`src/rtl/acsp_pkg.sv`:
```
// Constants and types of the converter serial port.
// Assumes one 100 MHz clock samples every port pin.
package acsp_pkg;
    localparam int ADDR_W = 13;

    // Register offsets
    localparam logic [7:0] REG_PORT_CFG   = 8'h00;
    localparam logic [7:0] REG_BURST_STOP = 8'h02;
    localparam logic [7:0] REG_DIE_ID     = 8'h08;
    localparam logic [7:0] REG_DIE_REV    = 8'h09;
    localparam logic [7:0] REG_CONV_SEL   = 8'h10;
    localparam logic [7:0] REG_OFFS_LARGE = 8'h20;
    localparam logic [7:0] REG_OFFS_SMALL = 8'h21;
    localparam logic [7:0] REG_GAIN_LARGE = 8'h22;
    localparam logic [7:0] REG_GAIN_MID   = 8'h23;
    localparam logic [7:0] REG_GAIN_SMALL = 8'h24;
    localparam logic [7:0] REG_PWR_CTRL   = 8'h25;
    localparam logic [7:0] REG_SKEW       = 8'h70;

    // Port configuration and converter select fields
    localparam int CFG_FOUR_WIRE_BIT = 7;
    localparam int CFG_LSB_FIRST_BIT = 6;
    localparam int CFG_SOFT_RST_BIT  = 5;
    localparam int SEL_CORE_A_BIT    = 0;
    localparam int SEL_CORE_B_BIT    = 1;

    // Reset values, fixed answers and protocol counts
    localparam logic [7:0] RST_BURST_STOP = 8'h00;
    localparam logic [7:0] RST_CONV_SEL   = 8'h00;
    localparam logic [7:0] RST_SKEW       = 8'h00;
    localparam logic [7:0] RST_TRIM_MID   = 8'h80;
    localparam logic [3:0] RST_GAIN_LARGE = 4'h0;
    localparam logic [7:0] ERR_NO_CORE    = 8'hAD;
    localparam logic [7:0] RD_UNMAPPED    = 8'h00;
    localparam logic [1:0] CNT_BURST      = 2'b11;
    localparam logic [3:0] INSTR_LAST_BIT = 4'hF;
    localparam logic [2:0] DATA_LAST_BIT  = 3'h7;

    // Power-down field codes
    localparam logic [2:0] PWR_PIN    = 3'b000;
    localparam logic [2:0] PWR_NORMAL = 3'b001;
    localparam logic [2:0] PWR_NAP    = 3'b010;
    localparam logic [2:0] PWR_SLEEP  = 3'b100;

    typedef enum logic [1:0] {
        ACSP_MODE_NORMAL = 2'b00,
        ACSP_MODE_NAP    = 2'b01,
        ACSP_MODE_SLEEP  = 2'b10
    } acsp_mode_t;

    typedef enum logic [1:0] {
        ACSP_ST_IDLE  = 2'b00,
        ACSP_ST_INSTR = 2'b01,
        ACSP_ST_DATA  = 2'b10
    } acsp_state_t;

    typedef struct packed {
        logic              rd;
        logic [1:0]        cnt;
        logic [ADDR_W-1:0] addr;
    } acsp_instr_t;

    typedef struct packed {
        logic [7:0] offs_large;
        logic [7:0] offs_small;
        logic [3:0] gain_large;
        logic [7:0] gain_mid;
        logic [7:0] gain_small;
    } acsp_trim_t;

    typedef struct packed {
        logic       sel_n;
        logic       sclk;
        logic       sdio;
        acsp_mode_t mode_pin;
    } acsp_pins_t;
endpackage : acsp_pkg

```
`src/rtl/acsp_port.sv`:
```
// Serial configuration port of a dual-core converter, slave side.
// Assumes async serial pins and a serial clock
// well below clk/4, so the sampler sees every level.
//
// Contract
// - Shared data pin by default; config bit 7 moves read data out.
// - Half-duplex slave; dedicated output stays driven when unselected.
// - Clock low before select falls; first rise then starts instruction.
// - Bit order per config bit 6; address counts up MSB-first, down LSB.
// - Instruction: read flag, two count bits, thirteen address bits.
// - Count 00..11 means one to four-or-more bytes; runs while selected.
// - Pauses at byte boundaries; long bursts reset on late select rise.
// - Soft reset bit restores defaults except the trim and power-down fields.
// - Burst ends on select rise or at the burst stop address.
// - Converter index picks the core; zero after reset selects none.
// - Indexed read with no core selected answers AD.
// - Offset trims 8-bit, 0x80 is zero offset.
// - Trims load calibration; master reads then writes to adjust.
// - Coarse gain is four additive step bits.
// - Medium and fine gain 8-bit, 0x80 is zero.
// - Power-down codes; nonzero overrides the pin.
// - Power-down per indexed core; soft reset keeps it.
// - Global skew trim resets to 00h, 0x80 means no skew.
`timescale 1ns/10ps
module acsp_port #(
    parameter logic [7:0] DIE_ID  = 8'h5A, // Arbitrary value
    parameter logic [7:0] DIE_REV = 8'h01  // Arbitrary value
) (
    input  wire logic                     clk,
    input  wire logic                     nrst,
    input  wire logic                     clk_en,
    input  wire logic                     sclk,
    input  wire logic                     select_n,
    input  wire logic                     sdio_i,
    output logic                          sdio_o,
    output logic                          sdio_oe,
    output logic                          dedicated_read_out,
    input  wire acsp_pkg::acsp_mode_t     power_mode_pin,
    input  wire logic                     cal_load,
    input  wire logic                     cal_core,
    input  wire acsp_pkg::acsp_trim_t     cal_trim,
    output acsp_pkg::acsp_trim_t [1:0]    core_trim,
    output acsp_pkg::acsp_mode_t [1:0]    core_mode,
    output logic                 [7:0]    skew_trim
);
    localparam int AW = acsp_pkg::ADDR_W;

    acsp_pkg::acsp_pins_t  pins_s;
    acsp_pkg::acsp_state_t state_q;
    acsp_pkg::acsp_instr_t instr_next;

    logic          sclk_prev_q;
    logic          rise;
    logic          fall;
    logic          sel_n;
    logic          cfg_four_q;
    logic          cfg_lsb_q;
    logic [7:0]    burst_stop_q;
    logic [7:0]    conv_sel_q;
    logic [15:0]   instr_sr_q;
    logic [3:0]    bit_cnt_q;
    logic [1:0]    cnt_q;
    logic          rd_q;
    logic [AW-1:0] addr_q;
    logic [AW-1:0] addr_nxt;
    logic [1:0]    bytes_done_q;
    logic [7:0]    rx_sr_q;
    logic [7:0]    rx_next;
    logic [7:0]    tx_q;
    logic          byte_done;
    logic          last_byte;
    logic          pause_ok;
    logic          wr_fire;
    logic          soft_rst;
    logic [AW-1:0] rd_addr;
    logic [7:0]    rd_byte;
    logic [7:0]    core_rd [2];
    logic [1:0]    core_wr;
    logic          indexed_rd;

    // Next address in bit order
    function automatic logic [AW-1:0] step_addr(
        input logic [AW-1:0] a,
        input logic          lsb_first
    );
        step_addr = lsb_first ? AW'(a - 1'b1) : AW'(a + 1'b1);
    endfunction : step_addr

    // Address in the low register page
    function automatic logic in_page(input logic [AW-1:0] a);
        in_page = (a[AW-1:8] == '0);
    endfunction : in_page

    function automatic logic is_indexed(input logic [AW-1:0] a);
        is_indexed = in_page(a) && a[7:0] >= acsp_pkg::REG_OFFS_LARGE
                     && a[7:0] <= acsp_pkg::REG_PWR_CTRL;
    endfunction : is_indexed

    acsp_sync #(
        .W ($bits(acsp_pkg::acsp_pins_t))
    ) u_sync (
        .clk    (clk),
        .nrst   (nrst),
        .clk_en (clk_en),
        .d      ({select_n, sclk, sdio_i, power_mode_pin}),
        .q      (pins_s)
    );

    assign sel_n = pins_s.sel_n;
    assign rise  = pins_s.sclk & ~sclk_prev_q;
    assign fall  = ~pins_s.sclk & sclk_prev_q;

    always_ff @(posedge clk or negedge nrst) begin
        if (!nrst) begin
            sclk_prev_q <= 1'b0;
        end else if (clk_en) begin
            sclk_prev_q <= pins_s.sclk;
        end
    end

    // Incoming bit enters at the bit-order end
    always_comb begin
        instr_next = cfg_lsb_q ? {pins_s.sdio, instr_sr_q[15:1]}
                               : {instr_sr_q[14:0], pins_s.sdio};
        rx_next    = cfg_lsb_q ? {pins_s.sdio, rx_sr_q[7:1]}
                               : {rx_sr_q[6:0], pins_s.sdio};
    end

    assign addr_nxt  = step_addr(addr_q, cfg_lsb_q);
    assign byte_done = (state_q == acsp_pkg::ACSP_ST_DATA) && !sel_n
                       && rise && bit_cnt_q[2:0] == acsp_pkg::DATA_LAST_BIT;

    // Fixed counts stop after their byte; bursts stop at the stop address
    always_comb begin
        if (cnt_q != acsp_pkg::CNT_BURST) begin
            last_byte = (bytes_done_q == cnt_q);
        end else begin
            last_byte = in_page(addr_q)
                        && addr_q[7:0] == burst_stop_q;
        end
    end

    // Deselect pauses only at legal boundaries
    always_comb begin
        pause_ok = 1'b0;
        if (state_q == acsp_pkg::ACSP_ST_INSTR) begin
            pause_ok = (bit_cnt_q[2:0] == 3'h0);
        end else if (state_q == acsp_pkg::ACSP_ST_DATA) begin
            pause_ok = (bit_cnt_q == 4'h0)
                       && (bytes_done_q == 2'h0
                           || cnt_q != acsp_pkg::CNT_BURST);
        end
    end

    assign wr_fire  = byte_done && !rd_q && in_page(addr_q);
    assign soft_rst = wr_fire && addr_q[7:0] == acsp_pkg::REG_PORT_CFG
                      && rx_next[acsp_pkg::CFG_SOFT_RST_BIT];

    always_ff @(posedge clk or negedge nrst) begin
        if (!nrst) begin
            state_q      <= acsp_pkg::ACSP_ST_IDLE;
            instr_sr_q   <= '0;
            bit_cnt_q    <= 4'h0;
            cnt_q        <= 2'b00;
            rd_q         <= 1'b0;
            addr_q       <= '0;
            bytes_done_q <= 2'h0;
            rx_sr_q      <= 8'h00;
        end else if (clk_en) begin
            unique case (state_q)
                acsp_pkg::ACSP_ST_IDLE: begin
                    if (!sel_n && rise) begin
                        instr_sr_q <= instr_next;
                        bit_cnt_q  <= 4'h1;
                        state_q    <= acsp_pkg::ACSP_ST_INSTR;
                    end
                end
                acsp_pkg::ACSP_ST_INSTR: begin
                    if (sel_n) begin
                        if (!pause_ok) begin
                            state_q <= acsp_pkg::ACSP_ST_IDLE;
                        end
                    end else if (rise) begin
                        instr_sr_q <= instr_next;
                        bit_cnt_q  <= bit_cnt_q + 4'h1;
                        if (bit_cnt_q == acsp_pkg::INSTR_LAST_BIT) begin
                            rd_q         <= instr_next.rd;
                            cnt_q        <= instr_next.cnt;
                            addr_q       <= instr_next.addr;
                            bytes_done_q <= 2'h0;
                            bit_cnt_q    <= 4'h0;
                            state_q      <= acsp_pkg::ACSP_ST_DATA;
                        end
                    end
                end
                acsp_pkg::ACSP_ST_DATA: begin
                    if (sel_n) begin
                        if (!pause_ok) begin
                            state_q <= acsp_pkg::ACSP_ST_IDLE;
                        end
                    end else if (rise) begin
                        rx_sr_q   <= rx_next;
                        bit_cnt_q <= bit_cnt_q + 4'h1;
                        if (byte_done) begin
                            bit_cnt_q <= 4'h0;
                            if (bytes_done_q != 2'h3) begin
                                bytes_done_q <= bytes_done_q + 2'h1;
                            end
                            if (last_byte) begin
                                state_q <= acsp_pkg::ACSP_ST_IDLE;
                            end else begin
                                addr_q <= addr_nxt;
                            end
                        end
                    end
                end
                default: state_q <= acsp_pkg::ACSP_ST_IDLE;
            endcase
        end
    end

    // Low nibble is never stored, only mirrored
    always_ff @(posedge clk or negedge nrst) begin
        if (!nrst) begin
            cfg_four_q <= 1'b0;
            cfg_lsb_q  <= 1'b0;
        end else if (clk_en) begin
            if (soft_rst) begin
                cfg_four_q <= 1'b0;
                cfg_lsb_q  <= 1'b0;
            end else if (wr_fire
                         && addr_q[7:0] == acsp_pkg::REG_PORT_CFG) begin
                cfg_four_q <= rx_next[acsp_pkg::CFG_FOUR_WIRE_BIT];
                cfg_lsb_q  <= rx_next[acsp_pkg::CFG_LSB_FIRST_BIT];
            end
        end
    end

    // Global registers that soft reset restores
    always_ff @(posedge clk or negedge nrst) begin
        if (!nrst) begin
            burst_stop_q <= acsp_pkg::RST_BURST_STOP;
            conv_sel_q   <= acsp_pkg::RST_CONV_SEL;
            skew_trim    <= acsp_pkg::RST_SKEW;
        end else if (clk_en) begin
            if (soft_rst) begin
                burst_stop_q <= acsp_pkg::RST_BURST_STOP;
                conv_sel_q   <= acsp_pkg::RST_CONV_SEL;
                skew_trim    <= acsp_pkg::RST_SKEW;
            end else if (wr_fire) begin
                unique case (addr_q[7:0])
                    acsp_pkg::REG_BURST_STOP: burst_stop_q <= rx_next;
                    acsp_pkg::REG_CONV_SEL:   conv_sel_q   <= rx_next;
                    acsp_pkg::REG_SKEW:       skew_trim    <= rx_next;
                    default: ;
                endcase
            end
        end
    end

    // Indexed writes reach only indexed cores
    always_comb begin
        core_wr[0] = wr_fire && is_indexed(addr_q)
                     && conv_sel_q[acsp_pkg::SEL_CORE_A_BIT];
        core_wr[1] = wr_fire && is_indexed(addr_q)
                     && conv_sel_q[acsp_pkg::SEL_CORE_B_BIT];
    end

    for (genvar c = 0; c < 2; c++) begin : g_core
        acsp_core_trim u_core (
            .clk      (clk),
            .nrst     (nrst),
            .clk_en   (clk_en),
            .wr_en    (core_wr[c]),
            .wr_addr  (addr_q[7:0]),
            .wr_data  (rx_next),
            .cal_load (cal_load && cal_core == 1'(c)),
            .cal_trim (cal_trim),
            .pin_mode (pins_s.mode_pin),
            .rd_addr  (rd_addr[7:0]),
            .rd_data  (core_rd[c]),
            .trim     (core_trim[c]),
            .mode     (core_mode[c])
        );
    end

    // Read address: fresh instruction's, else the next
    assign rd_addr    = (state_q == acsp_pkg::ACSP_ST_INSTR)
                        ? instr_next.addr : addr_nxt;
    assign indexed_rd = is_indexed(rd_addr);

    always_comb begin
        rd_byte = acsp_pkg::RD_UNMAPPED;
        if (indexed_rd) begin
            if (conv_sel_q[acsp_pkg::SEL_CORE_A_BIT]) begin
                rd_byte = core_rd[0];
            end else if (conv_sel_q[acsp_pkg::SEL_CORE_B_BIT]) begin
                rd_byte = core_rd[1];
            end else begin
                rd_byte = acsp_pkg::ERR_NO_CORE;
            end
        end else if (in_page(rd_addr)) begin
            unique case (rd_addr[7:0])
                acsp_pkg::REG_PORT_CFG: begin
                    rd_byte = {cfg_four_q, cfg_lsb_q, 2'b01,
                               2'b10, cfg_lsb_q, cfg_four_q};
                end
                acsp_pkg::REG_BURST_STOP: rd_byte = burst_stop_q;
                acsp_pkg::REG_DIE_ID:     rd_byte = DIE_ID;
                acsp_pkg::REG_DIE_REV:    rd_byte = DIE_REV;
                acsp_pkg::REG_CONV_SEL:   rd_byte = conv_sel_q;
                acsp_pkg::REG_SKEW:       rd_byte = skew_trim;
                default:                  rd_byte = acsp_pkg::RD_UNMAPPED;
            endcase
        end
    end

    // Load at the rise ending a byte, shift on falls
    // so the master samples on rise
    always_ff @(posedge clk or negedge nrst) begin
        if (!nrst) begin
            tx_q               <= 8'h00;
            sdio_o             <= 1'b0;
            dedicated_read_out <= 1'b0;
        end else if (clk_en && !sel_n) begin
            if (state_q == acsp_pkg::ACSP_ST_INSTR && rise
                && bit_cnt_q == acsp_pkg::INSTR_LAST_BIT) begin
                tx_q <= rd_byte;
            end else if (byte_done && rd_q && !last_byte) begin
                tx_q <= rd_byte;
            end else if (state_q == acsp_pkg::ACSP_ST_DATA && rd_q && fall) begin
                sdio_o             <= cfg_lsb_q ? tx_q[0] : tx_q[7];
                dedicated_read_out <= cfg_lsb_q ? tx_q[0] : tx_q[7];
                tx_q <= cfg_lsb_q ? {1'b0, tx_q[7:1]} : {tx_q[6:0], 1'b0};
            end
        end
    end

    // Shared pin taken only in three-wire reads
    always_ff @(posedge clk or negedge nrst) begin
        if (!nrst) begin
            sdio_oe <= 1'b0;
        end else if (clk_en) begin
            if (sel_n || cfg_four_q) begin
                sdio_oe <= 1'b0;
            end else if (state_q == acsp_pkg::ACSP_ST_DATA && rd_q && fall) begin
                sdio_oe <= 1'b1;
            end
        end
    end
endmodule : acsp_port

```
`src/rtl/acsp_sync.sv`:
```
// Two-stage synchroniser for a bundle of asynchronous pin levels.
// Assumes independent bit levels; no word coherence.
`timescale 1ns/10ps
module acsp_sync #(
    parameter int W = 1
) (
    input  wire logic         clk,
    input  wire logic         nrst,
    input  wire logic         clk_en,
    input  wire logic [W-1:0] d,
    output logic      [W-1:0] q
);
    logic [W-1:0] meta_q;

    always_ff @(posedge clk or negedge nrst) begin
        if (!nrst) begin
            meta_q <= '0;
            q      <= '0;
        end else if (clk_en) begin
            meta_q <= d;
            q      <= meta_q;
        end
    end
endmodule : acsp_sync

```
`src/rtl/acsp_core_trim.sv`:
```
// Per-core trim and power-down store, one instance per converter core.
// Assumes the port qualifies writes by the index.
`timescale 1ns/10ps
module acsp_core_trim (
    input  wire logic                clk,
    input  wire logic                nrst,
    input  wire logic                clk_en,
    input  wire logic                wr_en,
    input  wire logic [7:0]          wr_addr,
    input  wire logic [7:0]          wr_data,
    input  wire logic                cal_load,
    input  wire acsp_pkg::acsp_trim_t cal_trim,
    input  wire acsp_pkg::acsp_mode_t pin_mode,
    input  wire logic [7:0]          rd_addr,
    output logic      [7:0]          rd_data,
    output acsp_pkg::acsp_trim_t     trim,
    output acsp_pkg::acsp_mode_t     mode
);
    logic [2:0] pwr_q;

    // Trims start mid-scale, coarse gain at zero, until calibration lands
    always_ff @(posedge clk or negedge nrst) begin
        if (!nrst) begin
            trim <= '{acsp_pkg::RST_TRIM_MID, acsp_pkg::RST_TRIM_MID,
                      acsp_pkg::RST_GAIN_LARGE, acsp_pkg::RST_TRIM_MID,
                      acsp_pkg::RST_TRIM_MID};
        end else if (clk_en) begin
            if (cal_load) begin
                trim <= cal_trim;
            end else if (wr_en) begin
                unique case (wr_addr)
                    acsp_pkg::REG_OFFS_LARGE: trim.offs_large <= wr_data;
                    acsp_pkg::REG_OFFS_SMALL: trim.offs_small <= wr_data;
                    acsp_pkg::REG_GAIN_LARGE: trim.gain_large <= wr_data[3:0];
                    acsp_pkg::REG_GAIN_MID:   trim.gain_mid   <= wr_data;
                    acsp_pkg::REG_GAIN_SMALL: trim.gain_small <= wr_data;
                    default: ;
                endcase
            end
        end
    end

    // Power-down field; soft reset never reaches it
    always_ff @(posedge clk or negedge nrst) begin
        if (!nrst) begin
            pwr_q <= acsp_pkg::PWR_PIN;
        end else if (clk_en && wr_en && wr_addr == acsp_pkg::REG_PWR_CTRL) begin
            pwr_q <= wr_data[2:0];
        end
    end

    // Any nonzero field overrides the shared pin for this core only
    always_ff @(posedge clk or negedge nrst) begin
        if (!nrst) begin
            mode <= acsp_pkg::ACSP_MODE_NORMAL;
        end else if (clk_en) begin
            unique case (pwr_q)
                acsp_pkg::PWR_PIN:   mode <= pin_mode;
                acsp_pkg::PWR_NAP:   mode <= acsp_pkg::ACSP_MODE_NAP;
                acsp_pkg::PWR_SLEEP: mode <= acsp_pkg::ACSP_MODE_SLEEP;
                default:             mode <= acsp_pkg::ACSP_MODE_NORMAL;
            endcase
        end
    end

    always_comb begin
        unique case (rd_addr)
            acsp_pkg::REG_OFFS_LARGE: rd_data = trim.offs_large;
            acsp_pkg::REG_OFFS_SMALL: rd_data = trim.offs_small;
            acsp_pkg::REG_GAIN_LARGE: rd_data = {4'h0, trim.gain_large};
            acsp_pkg::REG_GAIN_MID:   rd_data = trim.gain_mid;
            acsp_pkg::REG_GAIN_SMALL: rd_data = trim.gain_small;
            acsp_pkg::REG_PWR_CTRL:   rd_data = {5'h00, pwr_q};
            default:                  rd_data = acsp_pkg::RD_UNMAPPED;
        endcase
    end
endmodule : acsp_core_trim

```
`config.mk`:
```
export PLATFORM = sky130hd
export DESIGN_NAME = acsp_port
export DESIGN_NICKNAME = d
export VERILOG_FILES = /design/src/rtl/acsp_pkg.sv /design/src/rtl/acsp_port.sv /design/src/rtl/acsp_sync.sv /design/src/rtl/acsp_core_trim.sv
export SDC_FILE = /design/constraint.sdc
export NUM_CORES = 1
export LEC_CHECK = 0
export BUFFER_PORTS_ARGS = -buffer_cell sky130_fd_sc_hd__buf_4
export CAP_MARGIN = 5
export CORE_MARGIN = 4
export CORE_UTILIZATION = 40
export DETAILED_ROUTE_END_ITERATION = 6
export PLACE_DENSITY = 0.66
export SYNTH_ARGS = -nofsm -noshare
export SYNTH_HDL_FRONTEND = slang
export SYNTH_SLANG_ARGS = --single-unit
```
`constraint.sdc`:
```
create_clock -name clk -period 4.45 [get_ports clk]
set_input_delay 0.445 -clock clk [delete_from_list [all_inputs] [get_ports clk]]
set_output_delay 0.445 -clock clk [all_outputs]
set_load 0.03 [all_outputs]
```
==> results of run 1 <==
[cell usage in the layout, fill, tap and decap left out, drive strengths merged, types with 5 or more instances in the layout]
master,n
a211oi,8
a21o,5
a21oi,61
a221oi,11
a222oi,5
a22oi,10
a31oi,7
and2,5
and3,7
buf,151
clkbuf,17
clkinv,9
dfrtp,169
dfstp,8
ha,20
inv,58
mux2,33
mux2i,45
nand2,146
nand2b,12
nand3,27
nand4,6
nor2,68
nor2b,8
nor3,12
o211ai,38
o21a,8
o21ai,187
o22ai,5
o31ai,8
o41ai,6
or3,9
xnor2,5
xor2,14
[layer usage]
| metal | up-vias | track usage [%] | wire length (microns) |
|---|---|---|---|
| met2 | 365 | 35.10 | 14920 |
| met4 | 0 | 7.234 | 882 |
| met1 | 4442 | 33.40 | 14840 |
| met5 | - | 0 | 0 |
| met3 | 60 | 3.733 | 2124 |
| li1 | 4330 | - | - |
[report_power, final]
| group | internal, mW | switching (mW) |
|---|---|---|
| clock network | 0.767 | 0.767 |
| registers | 1.98 | 0.442 |
| logic | 1.24 | 2.13 |
| total | 3.99 | 3.34 |
[state kept, by name, indices dropped and copies added (netlist names), 6 cells and up]
| signal | count |
|---|---|
| g_core.u_core.trim | 72 |
| instr_sr_q | 16 |
| addr_q | 13 |
| burst_stop_q | 8 |
| conv_sel_q | 8 |
| rx_sr_q | 8 |
| skew_trim | 8 |
| tx_q | 8 |
| g_core.u_core.pwr_q | 6 |
[worst reg2reg max path: stages, from the launching register on]
cell                       delay, ns
sky130_fd_sc_hd__dfrtp_1        0.58
sky130_fd_sc_hd__fa_1           0.55
sky130_fd_sc_hd__a211oi_1       0.34
sky130_fd_sc_hd__o21ai_0        0.15
sky130_fd_sc_hd__xor2_1         0.21
sky130_fd_sc_hd__a211oi_2       0.39
sky130_fd_sc_hd__nand3_1        0.41
sky130_fd_sc_hd__nor2_1         0.40
sky130_fd_sc_hd__and2b_1        0.27
sky130_fd_sc_hd__a22oi_1        0.10
sky130_fd_sc_hd__a311oi_1       0.25
[through the flow]
stage / power [mW] / worst slack (ns) / hold WS, ns / utilization (%)
after global placement: 5.720 / 0.8777 / 0.4669 / 45.75
after detailed placement: 5.759 / 0.7472 / 0.4727 / 45.75
final: 7.326 / 0.6983 / 0.1245 / 48.20
after CTS: 7.302 / 0.7364 / 0.1970 / 48.20
after global routing: 7.755 / 0.4152 / 0.2095 / 48.20
after floorplan: 4.651 / 1.352 / 0.1494 / -
[area by class of cell]
class                      count  area (sq um)
clock buffer                  17         425.4
clock inverter                15         191.4
fill                        2403         13080
inverter                      52         195.2
multi-input combinational    841          5369
sequential                   177          4441
tap                          330         412.9
timing repair buffer         151          1137
[cell families after synthesis]
group,Yosys count,share of synthesized area (%)
DFF,177,43.12
adders and majority gates,21,2.625
muxes,78,8.058
xor gates and xnor gates,19,1.616
AOI/OAI and AO/OA,393,24.54
buffers and inverters,115,4.825
and+or+nand+nor,330,15.22
[how the worst max path moves through the flow]
stage	end	cells after the start
after floorplan	tx_q[2]	11
after global placement	tx_q[5]	10
after detailed placement	tx_q[5]	10
after CTS	tx_q[5]	10
after global routing	tx_q[5]	10
final	tx_q[5]	10
==> flow_summary.json, run 1 <==
{
  "layout_cell_share_with_drive_strength_beyond_1_pct": 20.59,
  "insertedDiodeCount": 0,
  "run_status": "completed",
  "die_area_sq_mm": 0.02837,
  "holdBufCountCts": 0,
  "max_stage_delay_ns": 0.58,
  "worst_slew_margin_rel_pct": 30.70,
  "cp-start-kind": "flip-flop",
  "grt_setup_unrepaired": "false",
  "rr_startpoint": "addr_q[0]",
  "ys_ff_latch": 177,
  "finalCriticalPeriod_ns": 3.752,
  "design.final.nets": 1307,
  "timing.critical_path.slowest_stage_cell": "sky130_fd_sc_hd__dfrtp_1",
  "route.detailed.vias_per_inst": 5.810,
  "detail_route.drc_violations": 0,
  "synth-main-ff-cell": "sky130_fd_sc_hd__dfrtp_1",
  "placedInstanceArea_sq_mm": 0.01155,
  "root_buffer": "sky130_fd_sc_hd__clkbuf_16",
  "finalWirelength_microns": 32770,
  "syn_nets": 1200,
  "gp_routability_congestion": 0.9683,
  "grt_overflow_total": 0,
  "timing.critical_path.from": "addr_q[0]",
  "largest_net_degree_at_the_start_of_global_routing": 108,
  "power_density_mw_per_mm2": 601.9,
  "cp_top_family": "compound AO/OA/AOI/OAI gates",
  "worst-endpoint-arrival_ns": 4.09,
  "worst_skew_pair.late_latency_ns": 0.44,
  "critical_path_class": "reg -> reg",
  "timing.final.max_slew_violations": 0,
  "min_path_type": "in -> async",
  "cts-buffers-inserted": 17,
  "synth-seq-area-share_pct": 43.12,
  "std_cell_rows": 58,
  "post-synth-top-count-cell": "sky130_fd_sc_hd__dfrtp_1",
  "design_area_sq_mm": 0.01217,
  "synth.top_cell.area_share_pct": 41.08,
  "synth_edf_count": 0,
  "max_clock_freq_ghz": 0.2665,
  "coreArea_sq_mm": 0.02525,
  "io_buffer_count": 132,
  "cts_max_path_buffers": 2,
  "netlist_instances": 1133,
  "timing.reg2reg.setup_slack_ns": 0.70,
  "clock_tree_from_tritoncts": "yes",
  "drv.max_cap_violation_count": 0,
  "clk_pin_slew_ns": 0.07,
  "number_of_cells_on_the_worst_reg_to_reg_path": 10,
  "dr_total_vias": 9197,
  "timing.critical_path.fanout_max": 16,
  "post_synth_arst_share_pct": 100.0,
  "timing.critical_path.buf_inv": 0,
  "drt-wirelength-per-cell_microns": 20.70,
  "synthToLayoutAreaGrowth_pct": 18.23,
  "post_cts_repair_resize_count": 0,
  "ant_nets": 0,
  "post_cts_buffers": 0,
  "yosys-top-cells-area": "sky130_fd_sc_hd__dfrtp_1 (41%), sky130_fd_sc_hd__nand2_1 (5.2%), sky130_fd_sc_hd__o21ai_0 (4.7%)",
  "antenna_found_initial": 0,
  "end_kind": "flip-flop",
  "worst_r2r_endpoint": "tx_q[5]",
  "placedCellCount": 1551,
  "synthDominantAreaCellType": "sky130_fd_sc_hd__dfrtp_1",
  "fin_crit_sh_pct": 84.31,
  "power.leakage_nw": 5.243,
  "global_route.usage.total_pct": 22.94,
  "worstPathRequired_ns": 4.78,
  "stdcell_count": 1583,
  "grt_pass1_vias": 8745,
  "vdd_drop_max_uv": 256.2,
  "timing.setup.tns_ns": 0,
  "netlist-cell-type-count": 88,
  "synth.cell_area_sq_mm": 0.01029,
  "final-hold-violation-count": 0,
  "fp.dieH_microns": 168.4,
  "die_w_microns": 168.4,
  "fin_worst_skew_ns": 0.01688,
  "list_of_cells_traversed_by_the_critical_path": "fa_1, a211oi_1, o21ai_0, xor2_1, a211oi_2, nand3_1, nor2_1, and2b_1, a22oi_1, a311oi_1",
  "place.detailed.hpwl_microns": 24430,
  "setup-violations-final": 0,
  "initial_util_pct": 40.76,
  "synth_top_cells_by_count": "sky130_fd_sc_hd__dfrtp_1 (169), sky130_fd_sc_hd__nand2_1 (143), sky130_fd_sc_hd__o21ai_0 (97)",
  "dr.pass1.iters": 6,
  "cts-htree-levels": 4,
  "timing_worst_slew_pin_value_ns": 1.040,
  "yosys_warnings": 0,
  "initial_drt_markers": 960,
  "post_synthesis_mean_instance_area_sq_um": 9.086,
  "io-pin-count": 133,
  "tritoncts_num_sinks": 177,
  "grt_first_pass_wirelength_microns": 51610
}
Note: power is estimated with default switching activity, not from simulation.
==> run 2, diff against run 1 <==
- clock period: 4.45 -> 3.6 ns (I/O delays scaled with it)
==> run 2 against run 1 <==
  * The run now ends with negative hold slack left
  * Setup slack got worse by 0.57 ns
  * Routed wire length fell by 0.56%
  * Critical path depth did not move
  * Worst hold slack got worse by 0.15 ns
  * Sequential cell count did not move
  * Non-clock buffer count rose by 18
  * Register-to-register slack got worse by 0.57 ns
  * Power rose by 25%
  * Critical endpoint is now tx_q[1]
  * Largest cell class unchanged
  * Largest power group unchanged
  * Highest routed layer unchanged
==> flow_summary.json, run 2 (synthesized netlist as in run 1, its figures left out) <==
{
  "grt_setup_unrepaired": "false",
  "grt_pass1_vias": 8834,
  "coreArea_sq_mm": 0.02525,
  "route.detailed.vias_per_inst": 5.864,
  "timing.setup.tns_ns": 0,
  "synthToLayoutAreaGrowth_pct": 19.70,
  "seq_area_sq_mm": 0.004441,
  "violations": "negative hold slack",
  "list_of_cells_traversed_by_the_critical_path": "ha_1, a211oi_2, nor2_1, o31a_1, and2_4, a222oi_1, nand2_1, a221oi_1, nand4b_1, nand2_1",
  "power_density_mw_per_mm2": 743.6,
  "detail_route.drc_violations": 0,
  "grt_overflow_total": 0,
  "std_cell_rows": 58,
  "cts_max_path_buffers": 2,
  "worst-endpoint-arrival_ns": 3.81,
  "end_kind": "flip-flop",
  "dr_total_vias": 9389,
  "fillers": 2419,
  "place.detailed.hpwl_microns": 24610,
  "m1WireLength_microns": 14190,
  "wl_met2_microns": 14890,
  "clk_pin_slew_ns": 0.08,
  "gp_routability_congestion": 0.9656,
  "die_w_microns": 168.4,
  "multi_input_comb_area_sq_mm": 0.005376,
  "top_regs": "g_core.u_core.trim: 72 flops, instr_sr_q: 16 flops, addr_q: 13 flops",
  "max_stage_delay_ns": 0.55,
  "timing_worst_slew_pin_value_ns": 0.9343,
  "post-layout-total-power_mw": 9.164,
  "worstPathRequired_ns": 3.93,
  "finalWirelength_microns": 32580,
  "fin_crit_sh_pct": 96.56,
  "finalCriticalPeriod_ns": 3.476,
  "detailroute.wirelength.met3_microns": 2372,
  "final-hold-violation-count": 25,
  "max_clock_freq_ghz": 0.2877,
  "fin_worst_skew_ns": 0.01994,
  "root_buffer": "sky130_fd_sc_hd__clkbuf_16",
  "io_buffer_count": 132,
  "largest_net_degree_at_the_start_of_global_routing": 83,
  "cts-buffers-inserted": 17,
  "clock_tree_from_tritoncts": "yes",
  "cts-htree-levels": 4,
  "initial_util_pct": 40.76,
  "drt-wirelength-per-cell_microns": 20.35,
  "run_status": "finished with violations",
  "top_layer": "met4",
  "max_flop_register": "g_core.u_core.trim",
  "vdd_drop_max_uv": 457.1,
  "drv.max_cap_violation_count": 0,
  "cp-start-kind": "flip-flop",
  "global_route.usage.total_pct": 23.07,
  "die_area_sq_mm": 0.02837,
  "worst_slew_margin_rel_pct": 37.42,
  "antenna_found_initial": 0,
  "critical_path_class": "reg -> reg",
  "ant_nets": 0,
  "mostFrequentLayoutCell": "sky130_fd_sc_hd__dfrtp_1",
  "initial_drt_markers": 1004,
  "design.final.nets": 1325,
  "min_path_type": "in -> async",
  "timing.critical_path.fanout_max": 14,
  "mostFrequentLayoutCells": "sky130_fd_sc_hd__dfrtp_1 (168), sky130_fd_sc_hd__buf_4 (167), sky130_fd_sc_hd__nand2_1 (143)",
  "largest_register_ff_count": 72,
  "layout_cell_share_with_drive_strength_beyond_1_pct": 21.87,
  "critical-path-top-cell-by-count": "sky130_fd_sc_hd__nand2_1",
  "grt_first_pass_wirelength_microns": 51630,
  "insertedDiodeCount": 0,
  "setup-violations-final": 0,
  "dr.pass1.iters": 7,
  "timing.hold.ws_ns": -0.02753,
  "number_of_cells_on_the_worst_reg_to_reg_path": 10,
  "timing.critical_path.slowest_stage_cell": "sky130_fd_sc_hd__a221oi_1",
  "io-pin-count": 133,
  "timing.final.max_slew_violations": 0,
  "tritoncts_num_sinks": 177,
  "fp.dieH_microns": 168.4,
  "worst_skew_pair.late_latency_ns": 0.45,
  "power.leakage_nw": 5.328
}
run 2: final timing paths:
check,startpoint,endpoint,slack (ns)
setup / recovery,addr_q[1],tx_q[1],0.12
hold / removal,nrst,u_sync.meta_q[2],-0.03
setup reg to reg,addr_q[1],tx_q[1],0.12
hold reg to reg,g_core[1].u_core.trim[35],g_core[1].u_core.trim[35],0.49
max in group asynchronous,nrst,addr_q[10],2.73
min in group clk,select_n,u_sync.meta_q[4],0.15
run 2: critical path: cells and delay by family, from the launching register on:
| family | cells | cell delay (ns) |
|---|---|---|
| AND/OR/NAND/NOR | 5 | 0.80 |
| adder cells (fa/ha/maj) | 1 | 0.31 |
| flip-flops | 1 | 0.53 |
| AO/OA/AOI/OAI | 4 | 1.73 |
run 2: power breakdown:
part           internal, mW  leakage [nW]  total (mW)  switching (mW)
clock                 0.948         0.293        1.92           0.968
sequential             2.45          2.22        2.95           0.501
combinational          1.64          2.81        4.30            2.66
run 2: timing repair:
action / CTS / global route
gates resized for setup: 0 / 2
hold buffers: 0 / 0
buffers inserted: 0 / 0
setup endpoints to repair: 0 / 1
run 2: area by class of cell:
type,count,share of cell area (%)
Clock inverter,15,1.523
Tap cell,330,3.351
Clock buffer,17,3.452
Multi-Input combinational cell,841,43.63
Inverter,52,1.584
Timing Repair Buffer,169,10.43
Sequential cell,177,36.03
run 2: routing by layer:
layer	up-vias	GRT usage, %
met4	0	8.645
met2	414	35.27
li1	4376	-
met5	-	0
met1	4536	32.55
met3	63	4.461
run 2: metrics by stage:
step | util (%) | cells | instance area, sq um | hold slack, ns | worst slack [ns]
after global routing | 48.80 | 1601 | 12320 | 0.02751 | 0.009570
after detailed placement | 46.34 | 1569 | 11700 | 0.4734 | 0.2595
after floorplan | - | 1133 | 10290 | 0.06441 | 0.5018
after global placement | 46.34 | 1569 | 11700 | 0.4694 | 0.3154
after CTS | 48.77 | 1601 | 12320 | 0.01158 | 0.2228
final | 48.80 | 1601 | 12320 | -0.02753 | 0.1238
